===== src/include/sbp_consts.svh =====
// constants for the sector/block protection block
`ifndef SBP_CONSTS_SVH
`define SBP_CONSTS_SVH
`define SBP_NUM_GROUPS 128
`define SBP_GRP_W 7
`define SBP_GRP_LSB 18
`define SBP_GRP_MSB 24
`define SBP_ADDR_W 32
`define SBP_LOW_MSB 17
`define SBP_OFS_CTRL 12'h000
`define SBP_OFS_STATUS 12'h004
`define SBP_OFS_CMD 12'h008
`define SBP_OFS_PROT 12'h00C
`define SBP_OFS_PPB 12'h010
`define SBP_OFS_DYB 12'h014
`define SBP_OFS_ACCESS 12'h018
`define SBP_PROG_TIME_US 200
`define SBP_ERASE_TIME_US 30000
`define SBP_CLK_MHZ 20
`define SBP_PROG_CYC (`SBP_PROG_TIME_US * `SBP_CLK_MHZ)
`define SBP_ERASE_CYC (`SBP_ERASE_TIME_US * `SBP_CLK_MHZ)
`define SBP_CNT_W 20
`define SBP_CMD_OP_MSB 3
`define SBP_CMD_BIT 4
`define SBP_CMD_GRP_LSB 8
`define SBP_CMD_GRP_MSB 14
`define SBP_OP_NONE 4'h0
`define SBP_OP_PPB_PROG 4'h1
`define SBP_OP_PPB_ERASE 4'h2
`define SBP_OP_LOCK_CLR 4'h3
`define SBP_OP_UNLOCK 4'h4
`define SBP_OP_DYB_WR 4'h5
`define SBP_OP_SW_RESET 4'h6
`define SBP_ST_BUSY 0
`define SBP_ST_LOCK 1
`define SBP_ST_PERR 2
`define SBP_ST_EERR 3
`define SBP_ST_ARRAY_OK 4
`define SBP_ST_MODE 5
`endif


===== src/include/sbp_pkg.sv =====
// types for the sector/block protection block
package sbp_pkg;
  typedef struct packed {
    logic psel;
    logic penable;
    logic pwrite;
    logic [11:0] paddr;
    logic [31:0] pwdata;
  } sbp_apb_req_type;
  typedef struct packed {
    logic pready;
    logic pslverr;
    logic [31:0] prdata;
  } sbp_apb_rsp_type;
  typedef enum logic [1:0] {
    SBP_IDLE = 2'b00,
    SBP_PROG = 2'b01,
    SBP_ERASE = 2'b10
  } sbp_state_type;
endpackage


===== src/sbp_op_timer.sv =====
// down counter that times one persistent-bit operation
`timescale 1ns/1ps
`include "sbp_consts.svh"
module sbp_op_timer (
  // clock and reset
  input wire logic ref_clk,
  input wire logic reset,
  // control
  input wire logic start,
  input wire logic [`SBP_CNT_W-1:0] loadVal,
  // status
  output logic done
);
  logic [`SBP_CNT_W-1:0] cnt_q;
  logic run_q;
  assign done = run_q && (cnt_q == '0);
  // loads on start, counts to zero, then reports done for one cycle
  always_ff @(posedge ref_clk or posedge reset) begin
    if (reset) begin
      cnt_q <= '0;
      run_q <= 1'b0;
    end else if (start) begin
      cnt_q <= loadVal;
      run_q <= 1'b1;
    end else if (done) begin
      run_q <= 1'b0;
    end else if (run_q) begin
      cnt_q <= cnt_q - 1'b1;
    end
  end
endmodule


===== src/sbp_protect.sv =====
// sector/block protection bits with apb register access
// Overview of operation
// RULE1 - one retained persistent bit per block
// RULE2 - program clears one bit, erase sets all
// RULE3 - no single erase, erase needs no address
// RULE4 - lock cleared rejects persistent program and erase
// RULE5 - volatile lock guards all persistent bits together
// RULE6 - persistent mode: reset sets lock
// RULE7 - persistent mode: no command sets lock again
// RULE8 - password mode: reset clears lock
// RULE9 - password mode: only unlock success sets lock
// RULE10 - one volatile dynamic bit per block
// RULE11 - dynamic write: 0 protects, 1 unprotects
// RULE12 - dynamic bit matters only if persistent erased
// RULE13 - no array reads while programming persistent
// RULE14 - host reads persistent bit at block start
// RULE15 - status shows progress for host polling
// RULE16 - program page time, erase sector time
// RULE17 - host clears lock after configuring bits
// RULE18 - group n covers 256KB block n
// RULE19 - factory state has all persistent bits one
// RULE20 - resets leave dynamic bits unprotected
// RULE21 - software reset keeps lock unchanged
// RULE22 - protected unless both bits one; refuse writes
//
// Design decisions made here: the address map and register access over APB.
`timescale 1ns/1ps
`include "sbp_consts.svh"
module sbp_protect (
  // clock and reset
  input wire logic ref_clk,
  input wire logic reset,
  // apb slave
  input wire sbp_pkg::sbp_apb_req_type apbReq,
  output sbp_pkg::sbp_apb_rsp_type apbRsp,
  // protection mode strap: 1 password mode, 0 persistent mode
  input wire logic passwordMode,
  // password compare result from the password datapath
  input wire logic unlockMatch,
  // persistent bit image kept by the non-volatile store
  input wire logic [`SBP_NUM_GROUPS-1:0] nvPpbIn,
  output logic [`SBP_NUM_GROUPS-1:0] nvPpbOut,
  output logic nvPpbWrite,
  // array access check
  input wire logic [`SBP_ADDR_W-1:0] accessAddr,
  output logic accessProtected,
  output logic arrayReadBlock
);
  import sbp_pkg::*;

  logic modeS1_q, modeS2_q, matchS1_q, matchS2_q;
  logic wake1_q, wake2_q;
  logic [`SBP_NUM_GROUPS-1:0] ppb_q, ppb_d;
  logic [`SBP_NUM_GROUPS-1:0] dyb_q, dyb_d;
  logic lock_q, lock_d;
  logic loaded_q;
  logic perr_q, perr_d, eerr_q, eerr_d;
  logic [`SBP_GRP_W-1:0] grp_q, grp_d;
  logic [`SBP_GRP_W-1:0] sel_q;
  logic [31:0] rdata_q;
  sbp_state_type state_q, state_d;
  logic timerStart, timerDone;
  logic [`SBP_CNT_W-1:0] timerLoad;

  // strap and compare result come from outside, so synchronise them;
  // the wake pair marks when the strap has passed both flops
  always_ff @(posedge ref_clk or posedge reset) begin
    if (reset) begin
      modeS1_q <= 1'b0;
      modeS2_q <= 1'b0;
      matchS1_q <= 1'b0;
      matchS2_q <= 1'b0;
      wake1_q <= 1'b0;
      wake2_q <= 1'b0;
    end else begin
      modeS1_q <= passwordMode;
      modeS2_q <= modeS1_q;
      matchS1_q <= unlockMatch;
      matchS2_q <= matchS1_q;
      wake1_q <= 1'b1;
      wake2_q <= wake1_q;
    end
  end

  // apb decode
  wire apbAccess = apbReq.psel && apbReq.penable;
  wire apbWr = apbAccess && apbReq.pwrite;
  wire apbRd = apbAccess && !apbReq.pwrite;
  wire [11:0] ofs = apbReq.paddr;
  wire hitCtrl = (ofs == `SBP_OFS_CTRL);
  wire hitStat = (ofs == `SBP_OFS_STATUS);
  wire hitCmd = (ofs == `SBP_OFS_CMD);
  wire hitProt = (ofs == `SBP_OFS_PROT);
  wire hitPpb = (ofs == `SBP_OFS_PPB);
  wire hitDyb = (ofs == `SBP_OFS_DYB);
  wire hitAcc = (ofs == `SBP_OFS_ACCESS);
  wire mapped = hitCtrl | hitStat | hitCmd | hitProt | hitPpb | hitDyb
                | hitAcc;
  wire busy = (state_q != SBP_IDLE);

  // command word: op in [3:0], data bit in [4], group in [14:8]
  wire cmdWr = apbWr && hitCmd;
  wire [3:0] cmdOp = apbReq.pwdata[`SBP_CMD_OP_MSB:0];
  wire cmdBit = apbReq.pwdata[`SBP_CMD_BIT];
  wire [`SBP_GRP_W-1:0] cmdGrp =
    apbReq.pwdata[`SBP_CMD_GRP_MSB:`SBP_CMD_GRP_LSB];
  wire isProg = cmdWr && (cmdOp == `SBP_OP_PPB_PROG);
  wire isErase = cmdWr && (cmdOp == `SBP_OP_PPB_ERASE);
  wire isLockClr = cmdWr && (cmdOp == `SBP_OP_LOCK_CLR);
  wire isUnlock = cmdWr && (cmdOp == `SBP_OP_UNLOCK);
  wire isDybWr = cmdWr && (cmdOp == `SBP_OP_DYB_WR);
  wire isSwRst = cmdWr && (cmdOp == `SBP_OP_SW_RESET);
  wire ppbOk = lock_q && !busy && loaded_q; // [RULE4] [RULE5]

  // group of a byte address: bits 24..18 select a 256KB block
  wire [`SBP_GRP_W-1:0] accGrp =
    accessAddr[`SBP_GRP_MSB:`SBP_GRP_LSB]; // [RULE18]
  wire accUnprot = ppb_q[accGrp] && dyb_q[accGrp]; // [RULE12] [RULE22]
  assign accessProtected = !accUnprot; // [RULE22]
  assign arrayReadBlock = (state_q == SBP_PROG); // [RULE13]
  assign nvPpbOut = ppb_q; // [RULE1]
  assign nvPpbWrite = timerDone;

  assign timerStart = (isProg || isErase) && ppbOk;
  assign timerLoad = isErase ? `SBP_CNT_W'(`SBP_ERASE_CYC)
                             : `SBP_CNT_W'(`SBP_PROG_CYC); // [RULE16]

  sbp_op_timer uTimer (
    .ref_clk(ref_clk),
    .reset(reset),
    .start(timerStart),
    .loadVal(timerLoad),
    .done(timerDone)
  );

  // operation sequencing and bit updates
  always_comb begin
    state_d = state_q;
    ppb_d = ppb_q;
    dyb_d = dyb_q;
    lock_d = lock_q;
    perr_d = perr_q;
    eerr_d = eerr_q;
    grp_d = grp_q;
    case (state_q)
      SBP_IDLE: begin
        if (isProg) begin
          if (ppbOk) begin
            state_d = SBP_PROG;
            grp_d = cmdGrp;
            perr_d = 1'b0;
          end else begin
            perr_d = 1'b1; // [RULE4]
          end
        end else if (isErase) begin
          if (ppbOk) begin
            state_d = SBP_ERASE; // [RULE3]
            eerr_d = 1'b0;
          end else begin
            eerr_d = 1'b1; // [RULE4]
          end
        end
      end
      SBP_PROG: begin
        if (timerDone) begin
          ppb_d[grp_q] = 1'b0; // [RULE2]
          state_d = SBP_IDLE;
        end
      end
      SBP_ERASE: begin
        if (timerDone) begin
          ppb_d = '1; // [RULE2] [RULE3]
          state_d = SBP_IDLE;
        end
      end
      default: state_d = SBP_IDLE;
    endcase
    // lock clears by command or hardware reset; in password mode a match sets it
    if (isLockClr) begin
      lock_d = 1'b0; // [RULE7]
    end else if (isUnlock && modeS2_q && matchS2_q) begin
      lock_d = 1'b1; // [RULE9]
    end else if (isUnlock) begin
      perr_d = 1'b1;
    end
    if (isDybWr) begin
      dyb_d[cmdGrp] = cmdBit; // [RULE10] [RULE11]
    end
    if (isSwRst) begin
      dyb_d = '1; // [RULE20] [RULE21]
    end
    // a retained image is copied on each of the first three edges after reset, not under reset;
    // lock waits for a settled strap so password mode never opens early
    if (!loaded_q) begin
      ppb_d = nvPpbIn; // [RULE1]
      lock_d = wake2_q && !modeS2_q; // [RULE6] [RULE8]
    end
  end

  // protection state; dynamic bits come up unprotected
  always_ff @(posedge ref_clk or posedge reset) begin
    if (reset) begin
      state_q <= SBP_IDLE;
      ppb_q <= '1; // [RULE19]
      dyb_q <= '1; // [RULE20]
      lock_q <= 1'b0;
      perr_q <= 1'b0;
      eerr_q <= 1'b0;
      grp_q <= '0;
      loaded_q <= 1'b0;
    end else begin
      state_q <= state_d;
      ppb_q <= ppb_d;
      dyb_q <= dyb_d;
      lock_q <= lock_d;
      perr_q <= perr_d;
      eerr_q <= eerr_d;
      grp_q <= grp_d;
      loaded_q <= loaded_q | wake2_q;
    end
  end

  // select register picks the group for bit readback
  always_ff @(posedge ref_clk or posedge reset) begin
    if (reset) begin
      sel_q <= '0;
    end else if (apbWr && hitCtrl) begin
      sel_q <= apbReq.pwdata[`SBP_GRP_W-1:0];
    end
  end

  // status word lets the host poll progress
  wire [31:0] statWord = {26'h0, modeS2_q, !arrayReadBlock,
                          eerr_q, perr_q, lock_q, busy}; // [RULE15]
  wire [31:0] rdMux =
    hitCtrl ? {25'h0, sel_q} :
    hitStat ? statWord :
    hitPpb ? {31'h0, ppb_q[sel_q]} :
    hitDyb ? {31'h0, dyb_q[sel_q]} :
    hitAcc ? {31'h0, accessProtected} :
    32'h00000000;

  // read data is registered; answer comes in the first access cycle
  always_ff @(posedge ref_clk or posedge reset) begin
    if (reset) begin
      rdata_q <= 32'h00000000;
    end else if (apbReq.psel && !apbReq.penable && !apbReq.pwrite) begin
      rdata_q <= rdMux;
    end
  end

  assign apbRsp.pready = 1'b1;
  assign apbRsp.pslverr = apbAccess && !mapped;
  assign apbRsp.prdata = apbRd ? rdata_q : 32'h00000000;
endmodule


===== config.mk =====
export PLATFORM = sky130hd
export DESIGN_NAME = sbp_protect
export DESIGN_NICKNAME = d
export VERILOG_FILES = /design/src/include/sbp_pkg.sv /design/src/sbp_op_timer.sv /design/src/sbp_protect.sv
export VERILOG_INCLUDE_DIRS = /design/src /design/src/include
export SDC_FILE = /design/constraint.sdc
export NUM_CORES = 1
export LEC_CHECK = 0
export ABC_AREA = 1
export BUFFER_PORTS_ARGS = -buffer_cell sky130_fd_sc_hd__buf_2
export CELL_PAD_IN_SITES_DETAIL_PLACEMENT = 1
export CELL_PAD_IN_SITES_GLOBAL_PLACEMENT = 2
export CORE_UTILIZATION = 25
export CTS_CLUSTER_DIAMETER = 200
export DETAILED_ROUTE_END_ITERATION = 16
export HOLD_SLACK_MARGIN = 0.06
export PLACE_DENSITY = 0.65
export REMOVE_ABC_BUFFERS = 1
export SYNTH_ARGS = -nofsm -noshare
export SYNTH_HDL_FRONTEND = slang
export SYNTH_SLANG_ARGS = --single-unit

===== constraint.sdc =====
create_clock -name ref_clk -period 30.4 [get_ports ref_clk]
set_input_delay 6.08 -clock ref_clk [delete_from_list [all_inputs] [get_ports ref_clk]]
set_output_delay 6.08 -clock ref_clk [all_outputs]
set_load 0.005 [all_outputs]

==> out/metrics.csv <==
stage;metric;value;unit
global_route;overflow left after global routing;0;
sta;endpoints failing setup;0;
global_route;largest net degree at the start of global routing;156;
power_and_ir_drop;switching portion of total power;0.299;
cells_and_area;commonest non-fill, non-tap cell in the layout;nand2_1;
worst_setup_path;crit-path max cell delay;0.70;ns
logic_synthesis;Seq/Total Area, Yosys;0.400;
worst_setup_path;worst path bufs/invs;4;
cts;H-tree depth;2;
power_and_ir_drop;combinational share of power;0.124;
worst_setup_path;CP required;24.32;ns
route;Vias/cell;5.33;
route;Vias;22100;
power_and_ir_drop;Final Power;1.13;mW
sta;Pins Over Slew Limit;0;
placed_design;placed instance area;0.0224;mm^2
floorplanning;Die X;286;um
sta;Final Hold Fails;0;
worst_setup_path;R2R depth;17;
cts;Post-CTS Repair Setup Buffers;0;
logic_synthesis;largest family of logic cells by synthesized area;simple AND/OR/NAND/NOR gates;
route;DR pass1 iterations;5;
power_and_ir_drop;Max VDD drop;0.0472;mV
worst_hold_path;Hold Crit Class;flop to flop;
floorplanning;DIE AREA;0.0819;mm^2
cts;CTS Buffer Depth;3;
sta;Worst-Margin Slew;1.19;ns
sta;Final Cycle Share;0.509;
logic_synthesis;cell area after synthesis;0.0202;mm^2
power_and_ir_drop;sw power;340;uW
worst_setup_path;worst-path maximum fanout;56;
cells_and_area;Area growth syn-to-layout;17.9;%
logic_synthesis;Synth Register Bits;310;
logic_synthesis;warnings from Yosys;0;
placed_design;I/O Buffers;306;
floorplanning;core area;0.0795;mm^2
sta;final setup TNS;0;ns
cts;hold buffer count at CTS;0;
route;final wirelength;103000;um
logic_synthesis;Synth Area in Compound Gates;0.166;
logic_synthesis;mux contribution to synthesized area;0;
power_and_ir_drop;Clock power frac;0.454;
power_and_ir_drop;Seq pwr share;0.421;
cts;Clock Latency Late Sink;0.62;ns
logic_synthesis;post-synthesis cell type count;53;
worst_setup_path;critical path class;input pin to output pin;
cells_and_area;final design utilization;0.299;
power_and_ir_drop;internal power;794;uW
worst_hold_path;Hold EP;matchS2_q;
run;maxcap violations;0;
sta;headroom to the max-slew limit;0.204;
cts;Post-CTS Resized;0;
route;drt initial violations;1408;
cells_and_area;design area;0.0238;mm^2
sta;fin crit period;15.47;ns
placed_design;Placer Congestion;0.852;
route;post-route ant nets;0;
sta;Worst Skew;0.0399;ns
worst_setup_path;Critical Path Source Type;input pin;
logic_synthesis;Post-synth EDFFs;0;
cells_and_area;most frequent cells in the layout;nand2_1 (612), nor2_1 (417), buf_2 (305), nand3_1 (296), dfstp_2 (256);
cts;CTS buffer count;42;
status;status;finished, final reports clean;
placed_design;hpwl dp;68300;um
worst_hold_path;hold-critical path depth;0;
cells_and_area;share of layout cells above drive strength 1;0.233;
cts;CTS tree;built;
global_route;initial antenna violation count;6;
floorplanning;Starting Density;0.254;
floorplanning;overall die height;286;um
cts;CTS sink count;310;
worst_setup_path;R2R setup slack;26.56;ns
route;drt drc;0;
cells_and_area;final net count;3273;
worst_setup_path;crit-path cells;buf_4, buf_4, buf_4, o21ai_0, o21ai_0, nand2_1, nand3_1, nand3_1, nand3_1, nand3_1, and2_1, buf_2;
sta;unrepaired setup endpoints after global routing;no;
logic_synthesis;async set or reset register ratio after synthesis;1.00;
power_and_ir_drop;PD cells;47.6;mW/mm^2
cts;Worst-path clk slew;0.06;ns
worst_hold_path;hold path start;matchS1_q;
floorplanning;# rows;103;
logic_synthesis;Mapped Cells;2878;
global_route;first-pass GRT wire length;153000;um
global_route;vias in the first global route;23000;
sta;Max Freq;64.7;MHz
worst_setup_path;Crit path max-delay family;buffers and inverters;
floorplanning;io pins;376;
power_and_ir_drop;Lkg Pwr;9.75;nW
logic_synthesis;Post-synth top flop;dfstp_2;
worst_setup_path;Reg-to-Reg Start;sel_q[0];
logic_synthesis;Post-Synth Simple-Gate Area;0.341;
route;routed len/inst;25.0;um
worst_setup_path;endpoint type of the worst setup path;output pin;
logic_synthesis;Avg Cell Area, Syn;7.02;um^2
sta;Min Hold Slack;0.356;ns
worst_setup_path;cell repeated most along the worst path;nand3_1;
worst_setup_path;crit path DAT;9.39;ns
logic_synthesis;post-synthesis adder-cell area fraction;0.00310;
global_route;GRT Total Usage;0.247;
worst_setup_path;FF-to-FF End;rdata_q[0];
cts;clk root buf;clkbuf_16;
worst_setup_path;Worst path slowest cell;buf_4;
logic_synthesis;xor-xnor portion of the synthesized cell area;0.00564;
==> through the flow <==
stage               instances  setup slack (ns)
floorplan                2670             16.07
global placement         4063             14.93
detailed placement       4063             14.91
CTS                      4138             14.90
global route             4139             14.78
finish                   4141             14.93
==> metal layers <==
metal  vias to the layer above  share of wire  track usage
met5                         -              0            0
met4                         0          0.024       0.0664
met3                       124          0.046       0.0305
met2                       628           0.47        0.406
met1                     11200           0.46        0.341
li1                      10100              -            -
==> power by group through the flow <==
| stage | sequential [mW] | combinational [mW] | clock (mW) |
|---|---|---|---|
| final | 0.478 | 0.141 | 0.515 |
| after global routing | 0.481 | 0.155 | 0.539 |
| after CTS | 0.478 | 0.143 | 0.526 |
| after detailed placement | 0.483 | 0.142 | 0 |
| after global placement | 0.482 | 0.140 | 0 |
| after floorplan | 0.474 | 0.0617 | 0 |
==> how the worst max path moves through the flow <==
stage / startpoint / end / cells after the start
after floorplan: accessAddr[18] / accessProtected / 11
after global placement: accessAddr[18] / accessProtected / 12
after detailed placement: accessAddr[18] / accessProtected / 12
after CTS: accessAddr[18] / accessProtected / 12
after global routing: accessAddr[18] / accessProtected / 12
final: accessAddr[18] / accessProtected / 12
==> cells by family after synthesis <==
logic type	Yosys count
buf+inv	401
flops	310
xor+xnor	13
compound gates	550
fa+ha+maj	5
other cells	2
simple gates	1597
==> cell type report <==
| cell class | instances | area (um^2) |
|---|---|---|
| Fill cell | 9819 | 55700 |
| Multi-Input combinational cell | 2192 | 10500 |
| Sequential cell | 310 | 8090 |
| Timing Repair Buffer | 343 | 1820 |
| Tap cell | 1050 | 1310 |
| Clock buffer | 57 | 1200 |
| Inverter | 168 | 646 |
| Clock inverter | 18 | 186 |
| Antenna cell | 3 | 7.51 |
==> Yosys cell counts, types with 2 or more instances <==
cell type / instances / share of area
o21a_1: 2 / 0.00074
nor2_4: 8 / 0.0045
nor2_1: 419 / 0.078
a31oi_1: 125 / 0.039
buf_4: 37 / 0.014
nand3_1: 296 / 0.073
dfstp_2: 256 / 0.33
o221a_1: 5 / 0.0028
a211oi_1: 123 / 0.046
a21oi_1: 157 / 0.039
ha_1: 5 / 0.0031
nand4_1: 5 / 0.0015
nor4_1: 3 / 0.00093
nor3_2: 3 / 0.0015
o21ai_0: 100 / 0.025
dfrtp_1: 54 / 0.067
clkbuf_1: 142 / 0.026
o31ai_1: 2 / 0.00074
conb_1: 2 / 0.00037
clkinv_1: 5 / 0.00093
buf_1: 16 / 0.0030
xnor2_1: 5 / 0.0022
a221oi_1: 4 / 0.0017
xor2_1: 8 / 0.0035
inv_2: 14 / 0.0026
buf_2: 37 / 0.0092
o211ai_1: 22 / 0.0082
nor3_1: 229 / 0.057
nand3_4: 3 / 0.0026
inv_1: 148 / 0.028
nor2_2: 7 / 0.0022
o21ai_1: 4 / 0.00099
nand2_1: 612 / 0.11
==> flip-flops by register name, indices dropped and copies added (netlist names) <==
| register | flops |
|---|---|
| sel_q | 7 |
| matchS1_q | 1 |
| lock_q | 1 |
| nvPpbOut | 128 |
| uTimer.cnt_q | 20 |
| perr_q | 1 |
| uTimer.run_q | 1 |
| loaded_q | 1 |
| rdata_q | 7 |
| grp_q | 7 |
| wake1_q | 1 |
| matchS2_q | 1 |
| modeS2_q | 1 |
| modeS1_q | 1 |
| dyb_q | 128 |
| eerr_q | 1 |
| state_q | 2 |
| wake2_q | 1 |
(Power assumes the default switching activity.)
